$ cat config.mk
export PLATFORM = sky130hd
export DESIGN_NAME = tmc_top
export DESIGN_NICKNAME = d
export VERILOG_FILES = /design/src/verilog/tmc_pkg.sv /design/src/verilog/tmc_ctrl_if.sv /design/src/verilog/tmc_timer_gate.sv /design/src/verilog/tmc_top.sv
export SDC_FILE = /design/constraint.sdc
export NUM_CORES = 1
export LEC_CHECK = 0
export BUFFER_PORTS_ARGS = -buffer_cell sky130_fd_sc_hd__buf_2
export CELL_PAD_IN_SITES_DETAIL_PLACEMENT = 0
export CELL_PAD_IN_SITES_GLOBAL_PLACEMENT = 1
export CORE_ASPECT_RATIO = 1.5
export CORE_MARGIN = 1
export CORE_UTILIZATION = 30
export CTS_BUF_LIST = sky130_fd_sc_hd__clkbuf_4
export DETAILED_ROUTE_END_ITERATION = 8
export GPL_TIMING_DRIVEN = 1
export PLACE_DENSITY = 0.78
export SYNTH_ARGS = -nofsm -noshare
export SYNTH_HDL_FRONTEND = slang
export SYNTH_SLANG_ARGS = --single-unit
$ cat constraint.sdc
create_clock -name pclk -period 1.4 [get_ports pclk]
set_input_delay 0.07 -clock pclk [delete_from_list [all_inputs] [get_ports pclk]]
set_output_delay 0.07 -clock pclk [all_outputs]
set_load 0.01 [all_outputs]
$ cat src/verilog/tmc_pkg.sv
package tmc_pkg;

	localparam int ADDR_W = 12;
	localparam int DATA_W = 32;

	// Mode register keeps its printed offset as an index; byte address is four times it
	localparam logic [ADDR_W-1:0] TMS_IDX  = 12'h089;
	localparam logic [ADDR_W-1:0] TMS_ADDR = 12'h224;
	localparam logic [ADDR_W-1:0] RUN_ADDR = 12'h000;
	localparam logic [ADDR_W-1:0] IRQ_ADDR = 12'h004;
	localparam logic [ADDR_W-1:0] CLK_ADDR = 12'h008;
	localparam logic [ADDR_W-1:0] STS_ADDR = 12'h00c;

	localparam logic [7:0] TMS_RESET = 8'h00;
	localparam logic [1:0] RUN_RESET = 2'h0;
	localparam logic [1:0] POL_RESET = 2'h0;
	localparam logic [1:0] CLK_RESET = 2'h0;

	// Fields of timer_mode_select
	localparam int ONE_GATE_BIT  = 7;
	localparam int ONE_SRC_BIT   = 6;
	localparam int ONE_MODE_HI   = 5;
	localparam int ONE_MODE_LO   = 4;
	localparam int ZERO_GATE_BIT = 3;
	localparam int ZERO_SRC_BIT  = 2;
	localparam int ZERO_MODE_HI  = 1;
	localparam int ZERO_MODE_LO  = 0;

	// Fields of the run, polarity and status words
	localparam int ONE_BIT  = 1;
	localparam int ZERO_BIT = 0;
	// Fields of timer_clock_control
	localparam int ONE_CLK_BIT  = 4;
	localparam int ZERO_CLK_BIT = 3;
	// Status word: enables sit above the pin-active bits
	localparam int STS_EN_SHIFT = 2;

	localparam logic [1:0] MODE_13BIT    = 2'h0;
	localparam logic [1:0] MODE_16BIT    = 2'h1;
	localparam logic [1:0] MODE_8BIT_AR  = 2'h2;
	localparam logic [1:0] MODE_INACTIVE = 2'h3;

	localparam logic [DATA_W-1:0] RD_ZERO = 32'h0000_0000;

endpackage : tmc_pkg

$ cat src/verilog/tmc_ctrl_if.sv
`timescale 1ns/100ps
`default_nettype none

interface tmc_ctrl_if;
	logic       run;
	logic       pin_gate;
	logic       count_source;
	logic [1:0] mode;
	logic       clock_choice;
	logic       polarity;

	modport ctl (output run, pin_gate, count_source, mode, clock_choice, polarity);
	modport tmr (input run, pin_gate, count_source, mode, clock_choice, polarity);
endinterface : tmc_ctrl_if

`default_nettype wire

$ cat src/verilog/tmc_timer_gate.sv
`timescale 1ns/100ps
`default_nettype none

module tmc_timer_gate #(
	parameter bit MODE3_INACTIVE = 1'b0
) (
	input  wire logic  pclk,
	input  wire logic  presetn,
	tmc_ctrl_if.tmr    cfg,
	input  wire logic  ext_irq_pin,
	input  wire logic  count_pin,
	input  wire logic  prescale_tick,
	output logic       irq_active,
	output logic       count_en,
	output logic       inc
);
	import tmc_pkg::*;

	logic cur_q;
	logic cur_d;
	logic prev_q;
	logic prev_d;
	logic inc_q;
	logic inc_d;
	logic fall;
	logic tick;
	logic go;

	always_comb
	begin
		irq_active = (ext_irq_pin == cfg.polarity);
		count_en   = cfg.run && (!cfg.pin_gate || irq_active);
		go         = count_en && !(MODE3_INACTIVE && cfg.mode == MODE_INACTIVE);
		cur_d      = count_pin;
		prev_d     = cur_q;
		fall       = prev_q && !cur_q;
		// Clock choice only matters in timer function
		tick       = cfg.count_source ? fall : (cfg.clock_choice ? 1'b1 : prescale_tick);
		inc_d      = go && tick;
	end

	// Both samples start high, so a count pin that is low when reset ends reads as one falling edge
	always_ff @(posedge pclk or negedge presetn)
	begin
		if (!presetn)
		begin
			cur_q  <= 1'b1;
			prev_q <= 1'b1;
			inc_q  <= 1'b0;
		end
		else
		begin
			cur_q  <= cur_d;
			prev_q <= prev_d;
			inc_q  <= inc_d;
		end
	end

	assign inc = inc_q;
endmodule : tmc_timer_gate

`default_nettype wire

$ cat src/verilog/tmc_top.sv
// Notes on behaviour
// - Timer one ungated: run bit alone enables.
// - Timer one gated: run and active pin.
// - Count source set: count pin falling edges.
// - Timer one mode: 13,16,8-reload, inactive.
// - Timer zero ungated: run bit alone enables.
// - Timer zero gated: run and active pin.
// - Gate/source bits at 7,6,3,2.
// - Pin active level follows polarity bit.
// - Timer function: prescaled or system clock.
`timescale 1ns/100ps
`default_nettype none

module tmc_top (
	input  wire logic                         pclk,
	input  wire logic                         presetn,
	input  wire logic [tmc_pkg::ADDR_W-1:0]   paddr,
	input  wire logic                         psel,
	input  wire logic                         penable,
	input  wire logic                         pwrite,
	input  wire logic [tmc_pkg::DATA_W-1:0]   pwdata,
	output logic      [tmc_pkg::DATA_W-1:0]   prdata,
	output logic                              pready,
	output logic                              pslverr,
	input  wire logic                         ext_irq_pin_one,
	input  wire logic                         ext_irq_pin_zero,
	input  wire logic                         count_pin_one,
	input  wire logic                         count_pin_zero,
	input  wire logic                         prescale_tick,
	output logic                              timer_one_count_en,
	output logic                              timer_zero_count_en,
	output logic                              timer_one_inc,
	output logic                              timer_zero_inc,
	output logic      [1:0]                   timer_one_mode,
	output logic      [1:0]                   timer_zero_mode
);
	import tmc_pkg::*;

	logic [7:0]        tms_q;
	logic [7:0]        tms_d;
	logic [1:0]        run_q;
	logic [1:0]        run_d;
	logic [1:0]        pol_q;
	logic [1:0]        pol_d;
	logic [1:0]        clk_q;
	logic [1:0]        clk_d;
	logic [DATA_W-1:0] prdata_q;
	logic [DATA_W-1:0] prdata_d;
	logic              wr_en;
	logic              setup;
	logic              one_active;
	logic              zero_active;
	logic [3:0]        status;

	tmc_ctrl_if one_cfg ();
	tmc_ctrl_if zero_cfg ();

	function automatic logic reg_hit(input logic [ADDR_W-1:0] a);
		reg_hit = (a == TMS_ADDR) || (a == RUN_ADDR) || (a == IRQ_ADDR)
			|| (a == CLK_ADDR) || (a == STS_ADDR);
	endfunction : reg_hit

	// Bus: zero wait states, read data captured during setup
	always_comb
	begin
		setup   = psel && !penable;
		wr_en   = psel && penable && pwrite && reg_hit(paddr);
		pready  = psel && penable;
		pslverr = psel && penable && !reg_hit(paddr);
	end

	always_comb
	begin
		tms_d = tms_q;
		run_d = run_q;
		pol_d = pol_q;
		clk_d = clk_q;
		if (wr_en)
		begin
			case (paddr)
				TMS_ADDR: tms_d = pwdata[7:0];
				RUN_ADDR: run_d = pwdata[1:0];
				IRQ_ADDR: pol_d = pwdata[1:0];
				CLK_ADDR: clk_d = {pwdata[ONE_CLK_BIT], pwdata[ZERO_CLK_BIT]};
				default:  tms_d = tms_q;
			endcase
		end
	end

	always_comb
	begin
		prdata_d = prdata_q;
		if (setup && !pwrite)
		begin
			prdata_d = RD_ZERO;
			case (paddr)
				TMS_ADDR: prdata_d[7:0] = tms_q;
				RUN_ADDR: prdata_d[1:0] = run_q;
				IRQ_ADDR: prdata_d[1:0] = pol_q;
				CLK_ADDR:
				begin
					prdata_d[ONE_CLK_BIT]  = clk_q[ONE_BIT];
					prdata_d[ZERO_CLK_BIT] = clk_q[ZERO_BIT];
				end
				STS_ADDR: prdata_d[3:0] = status;
				default:  prdata_d = RD_ZERO;
			endcase
		end
	end

	always_ff @(posedge pclk or negedge presetn)
	begin
		if (!presetn)
		begin
			tms_q    <= TMS_RESET;
			run_q    <= RUN_RESET;
			pol_q    <= POL_RESET;
			clk_q    <= CLK_RESET;
			prdata_q <= RD_ZERO;
		end
		else
		begin
			tms_q    <= tms_d;
			run_q    <= run_d;
			pol_q    <= pol_d;
			clk_q    <= clk_d;
			prdata_q <= prdata_d;
		end
	end

	assign prdata = prdata_q;

	// Field fan-out to each timer
	always_comb
	begin
		one_cfg.run           = run_q[ONE_BIT];
		one_cfg.pin_gate      = tms_q[ONE_GATE_BIT];
		one_cfg.count_source  = tms_q[ONE_SRC_BIT];
		one_cfg.mode          = tms_q[ONE_MODE_HI:ONE_MODE_LO];
		one_cfg.clock_choice  = clk_q[ONE_BIT];
		one_cfg.polarity      = pol_q[ONE_BIT];
		zero_cfg.run          = run_q[ZERO_BIT];
		zero_cfg.pin_gate     = tms_q[ZERO_GATE_BIT];
		zero_cfg.count_source = tms_q[ZERO_SRC_BIT];
		zero_cfg.mode         = tms_q[ZERO_MODE_HI:ZERO_MODE_LO];
		zero_cfg.clock_choice = clk_q[ZERO_BIT];
		zero_cfg.polarity     = pol_q[ZERO_BIT];
	end

	// Only timer one goes idle in mode 3; timer zero's split mode lives elsewhere
	tmc_timer_gate #(
		.MODE3_INACTIVE (1'b1)
	) u_one (
		.pclk          (pclk),
		.presetn       (presetn),
		.cfg           (one_cfg.tmr),
		.ext_irq_pin   (ext_irq_pin_one),
		.count_pin     (count_pin_one),
		.prescale_tick (prescale_tick),
		.irq_active    (one_active),
		.count_en      (timer_one_count_en),
		.inc           (timer_one_inc)
	);

	tmc_timer_gate #(
		.MODE3_INACTIVE (1'b0)
	) u_zero (
		.pclk          (pclk),
		.presetn       (presetn),
		.cfg           (zero_cfg.tmr),
		.ext_irq_pin   (ext_irq_pin_zero),
		.count_pin     (count_pin_zero),
		.prescale_tick (prescale_tick),
		.irq_active    (zero_active),
		.count_en      (timer_zero_count_en),
		.inc           (timer_zero_inc)
	);

	always_comb
	begin
		status          = {timer_one_count_en, timer_zero_count_en, one_active, zero_active};
		timer_one_mode  = tms_q[ONE_MODE_HI:ONE_MODE_LO];
		timer_zero_mode = tms_q[ZERO_MODE_HI:ZERO_MODE_LO];
	end
endmodule : tmc_top

`default_nettype wire

== Word level (Yosys, flattened, before mapping) ==
Cells that the tools add are included.
Word-level totals
  register bits after elaboration: 28
Cells by class
  equal/unequal tests: 7
  muxes and demuxes: 9
  reductions and logical operators: 32
Operators with widths (count)
  12-bit by 4-bit == test with 1-bit output, second input constant: 2
  1-bit logical AND: 13
  12-bit by 10-bit == test with 1-bit output, second input constant: 1
  12-bit by 3-bit == test with 1-bit output, second input constant: 1
  12-bit logical NOT: 1
  1-bit logical NOT: 8
  2-bit case mux with 4 select lines: 1
  2-bit AND reduction: 4
  1-bit logical OR: 6
  1-bit 2-to-1 mux: 4
  1-bit case mux with 2 select lines: 2
  3-bit 2-to-1 mux: 1
  1-bit case mux with 3 select lines: 1
  1-bit == test: 2
  2-bit == test, second input constant: 1

== Depth between registers and ports, before layout ==
  word-level depth: 7
  gate-level depth with buffers: 5

== By module ==
A second synthesis with hierarchy kept.
Second synthesis, totals
  cells, all modules: 154
  area, all modules: 1615.3 um^2
Modules (own cells, without submodules)
  tmc_top: area each 1373.8 um^2, sequential area each 550.5 um^2, times used 1, cells an instance 134
  tmc_timer_gate at u_one: area each 123.9 um^2, sequential area each 77.6 um^2, times used 1, cells an instance 11
  tmc_timer_gate at u_zero: area each 117.6 um^2, sequential area each 77.6 um^2, times used 1, cells an instance 9

== Least setup slack after synthesis ==
No wires, ideal clock.
  path type: input -> register
  from: in paddr[4] (netlist name)
  to: reg tms_q[0]
  path buffers: 0
  setup slack: -23 ps
  data arrival time: 1299 ps
  cell stages on the path: 4
  cells stage by stage: or4_4 -> nor3_4 -> nand2_2 -> mux2_2
On the way
  longest elaborated chain between the ends: 7
  elaborated cells on any way between the ends: 11
  those cells by class: 4 x eq/ne; 7 x reduce/logical
Ends and longest elaborated chain
  start, declared: RTL line tmc_top.sv:17  | input wire logic [tmc_pkg::ADDR_W-1:0] paddr,
  12-bit by 10-bit == test with 1-bit output / 12-bit logical NOT (equally long branches): RTL line tmc_top.sv:59, tmc_top.sv:80
  1-bit logical OR (2 in a row): RTL line tmc_top.sv:59  | reg_hit = (a == TMS_ADDR) || (a == RUN_ADDR) || (a == IRQ_ADDR)
  1-bit logical OR (2 in a row): RTL line tmc_top.sv:60  | || (a == CLK_ADDR) || (a == STS_ADDR);
  1-bit logical AND: RTL line tmc_top.sv:67  | wr_en = psel && penable && pwrite && reg_hit(paddr);
  2-bit AND reduction (no source line) (*)
  end signal, assigned: RTL line tmc_top.sv:123  | tms_q <= tms_d;
  end, declared: RTL line tmc_top.sv:39  | logic [7:0] tms_q;
Mark *: on every way between the ends. The rest lies on a longest branch, timed or not.
A chain may end at the register's enable or synchronous reset.

== Worst setup path after layout ==
  from: reg pol_q[1]
  to: out timer_one_count_en
On the way
  longest elaborated chain between the ends: 3
Ends and longest elaborated chain
  start, declared: RTL line tmc_top.sv:43  | logic [1:0] pol_q;
  start signal, assigned: RTL line tmc_top.sv:125  | pol_q <= pol_d;
  1-bit == test: RTL line tmc_timer_gate.sv:31  | irq_active = (ext_irq_pin == cfg.polarity);
  1-bit logical OR: RTL line tmc_timer_gate.sv:32  | count_en = cfg.run && (!cfg.pin_gate || irq_active);
  1-bit logical AND: RTL line tmc_timer_gate.sv:32
  end, declared: RTL line tmc_top.sv:30  | output logic timer_one_count_en,
No other way between the ends.

==> metrics.md <==
| Metric | Value |
|---|---|
| CTS Buf Count | 3 |
| Gpl congestion | 0.866 |
| Power Total | 1.52 mW |
| Maximum vdd ir drop | 0.391 mV |
| Mapped Cells | 133 |
| I/O Pins | 96 |
| Final nets | 259 |
| Type of destination of the critical path | output port |
| HPWL after detailed placement | 2520 um |
| Mean post-synth cell area | 11.0 um2 |
| Fin Hold WS | 17.1 ps |
| Switching power | 337 uW |
| Post-DR vias/cell | 4.41 |
| Min Tclk post-route | 1400 ps |
| Clock Tree Root | clkbuf_4 |
| Post-DRT Antenna Nets | 0 |
| Register-to-register setup slack | 70 ps |
| Buf/Inv on CP | 2 |
| WP data arrival | 1330 ps |
| Commonest non-fill, non-tap cells in the layout | buf_2 (45), conb_1 (24), dfrtp_1 (24), mux2_2 (16), nand2_1 (12) |
| Placed cell count | 250 |
| Switching share of power | 22.2% |
| Die Ht | 87.7 um |
| RSZ-0062 raised after global routing | true |
| Slew Limit Fails | 0 |
| Drt total wl | 3240 um |
| Kind of cell adding the most delay to the critical path | flip-flops |
| CORE AREA | 4620 um2 |
| First-pass iteration count of the detailed router | 5 |
| Largest net degree at the start of global routing | 29 |
| Synth warn | 0 |
| Clock latency on the worst-skew pair | 330 ps |
| Final Cycle Share | 99.7% |
| Worst min path class | input pin to register |
| IO buf count | 47 |
| Crit path launch type | register |
| Routed vias | 1183 |
| Number of max-cap violations | 0 |
| Setup TNS | 0 ps |
| Internal power | 1.18 mW |
| Maximum root-to-sink buffer count | 2 |
| Fin. Hold Viols | 0 |
| CTS tree | yes |
| Status | completed |
| Total die area | 5180 um2 |
| Row cnt | 30 |
| Register area | 706 um2 |
| H-tree depth | 1 |
| Slowest stage delay, CP | 430 ps |
| # setup viols final | 0 |
| Die width | 59.1 um |
| Power Density | 772 nW/um2 |
| Slowest CP cell | dfrtp_1 |
| Antenna violations before repair | 0 |
| Slew @ Worst Pin | 614 ps |
| N_diodes | 0 |
| Clock share of power | 34.5% |
| CP Cell Sequence | xor2_2 > a21boi_2 > buf_4 > buf_6 |
| Clock Pin Slew Worst Setup and Hold Paths | 140 ps |
| Area Growth Syn to Fin | 34.2% |
| GRT Total Usage | 13.3% |
| Distinct cells, synth | 32 |
| Crit Path Category | register to output port |
| DR DRC count | 0 |
| Most common cell after layout, fill and taps aside | buf_2 |
| Slew HR | 59.0% |
| Crit path required time | 1330 ps |
| Share of cells above drive strength 1 | 45.1% |
| First-pass GRT wire length | 5260 um |
| Highest clock rate | 717 MHz |
| Sequential power share | 54.1% |
| TritonCTS Sinks | 28 |
| Initial Util | 31.8% |
| # fillers | 476 |
| Worst Skew | 10.7 ps |
| Initial DRC Count | 40 |
| Lkg Pwr | 1.03 nW |
| Sequential cell area fraction in the yosys report | 48.1% |
| Synthesized flop and latch total | 28 |
| WL/cell | 12.1 um |
| DP Worst Slack | -242 ps |
| Worst setup margin | 4.46 ps |
| Vias in the first global route | 1179 |
| Area of the multi-input gates | 683 um2 |
| GR Overflow Total | 0 |
| Cell Area, Synth | 1470 um2 |
| Final cell count without fillers | 268 |
| Comb pwr share | 11.4% |
| Crit-path max FO | 2 |
-- power groups by stage --
| stage | Sequential, mW | Combinational (mW) | Clock [mW] |
|---|---|---|---|
| CTS | 0.823 | 0.171 | 0.540 |
| global route | 0.824 | 0.195 | 0.572 |
| floorplan | 0.837 | 0.112 | 0 |
| finish | 0.823 | 0.174 | 0.524 |
| global placement | 0.837 | 0.147 | 0 |
| detailed placement | 0.838 | 0.148 | 0 |
-- repair_timing --
| item | CTS | global route |
|---|---|---|
| hold buffers | 10 | 1 |
| hold endpoints to repair | 35 | 3 |
| pin swaps | 2 | 3 |
| setup buffers | 2 | 2 |
| setup endpoints to repair | 3 | 5 |
| resized for setup | 5 | 5 |
-- Yosys cell counts --
master    instances  area share (%)
nor3_4            1             1.1
xor2_1            2             1.2
a21oi_1           2            0.68
a222oi_1          1            0.68
a22o_1            2             1.2
nand3_1           1            0.34
mux2_2           16              12
buf_4            24              12
o31a_1            1            0.60
inv_1             2            0.51
nand2_2           1            0.43
o311a_1           2             1.4
a22oi_1           5             2.6
and4b_1           1            0.68
o21ai_0           8             2.7
conb_1            1            0.26
nor3b_1           2             1.0
clkbuf_1          1            0.26
a21boi_0          2             1.0
nand4_1           1            0.43
nand2_1          12             3.1
and2_1            1            0.43
or3b_2            1            0.60
dfstp_2           4             7.2
nor3_1            2            0.68
nand3b_1          1            0.51
or4_4             2             1.5
or3b_1            1            0.60
nand2b_1          2            0.85
dfrtp_1          24              41
nor2_1            6             1.5
o31ai_1           1            0.51
-- worst paths after layout --
kind	cells past startpoint	startpoint	endpoint
hold / removal	2	pwdata[1]	pol_q[1]$_DFFE_PN0P_
min in group asynchronous	2	presetn	prdata[4]$_DFFE_PN0P_
max in group asynchronous	2	presetn	pol_q[0]$_DFFE_PN0P_
hold reg to reg	0	u_one.cur_q$_DFF_PN1_	u_one.prev_q$_DFF_PN1_
setup / recovery	4	pol_q[1]$_DFFE_PN0P_	timer_one_count_en
setup reg to reg	5	pol_q[1]$_DFFE_PN0P_	prdata[1]$_DFFE_PN0P_
-- layout make-up --
| cell class | count | area share (%) |
|---|---|---|
| Inverter | 2 | 0.381 |
| Clock buffer | 3 | 1.14 |
| Multi-Input combinational cell | 101 | 34.7 |
| Clock inverter | 1 | 1.52 |
| Tap cell | 64 | 4.07 |
| Timing Repair Buffer | 69 | 22.4 |
| Sequential cell | 28 | 35.8 |
-- stage by stage --
| step | utilization, % | cell area (um2) |
|---|---|---|
| CTS | 41.8 | 1930 |
| detailed placement | 37.8 | 1750 |
| global placement | 37.8 | 1750 |
| floorplan | - | 1550 |
| finish | 42.7 | 1970 |
| global route | 42.7 | 1970 |
-- state kept, by name (all words and copies together) (netlist names) --
register	cells
pol_q	2
u_zero.inc	1
u_zero.prev_q	1
clk_q	2
prdata	8
u_one.cur_q	1
tms_q	8
u_one.inc	1
run_q	2
u_one.prev_q	1
u_zero.cur_q	1
-- worst register-to-register path, cell delays in order, from the launching register on --
cell	delay (ps)
dfrtp_1	430
buf_4	150
mux2_2	260
a22oi_2	110
o31ai_1	90
a22o_1	190
-- cells by family (layout without fill, tap and decap cells) --
group / Yosys count / after routing / share of synthesized area [%]
other: 1 / 24 / 0.256
AOI/OAI and AO/OA: 24 / 24 / 11.3
DFF: 28 / 28 / 48.1
buffers and inverters: 27 / 75 / 13.0
xor gates and xnor gates: 2 / 2 / 1.19
muxes: 16 / 16 / 12.3
and+or+nand+nor: 35 / 35 / 13.8
-- layer usage --
layer | global-route usage, % | up-vias | share of wire, %
met1 | 13.6 | 562 | 36
met4 | 6.49 | 0 | 1.4
met5 | 0 | - | 0
li1 | - | 571 | -
met2 | 26.2 | 48 | 58
met3 | 1.03 | 2 | 4.0
Power figures use the tool's default switching activity.
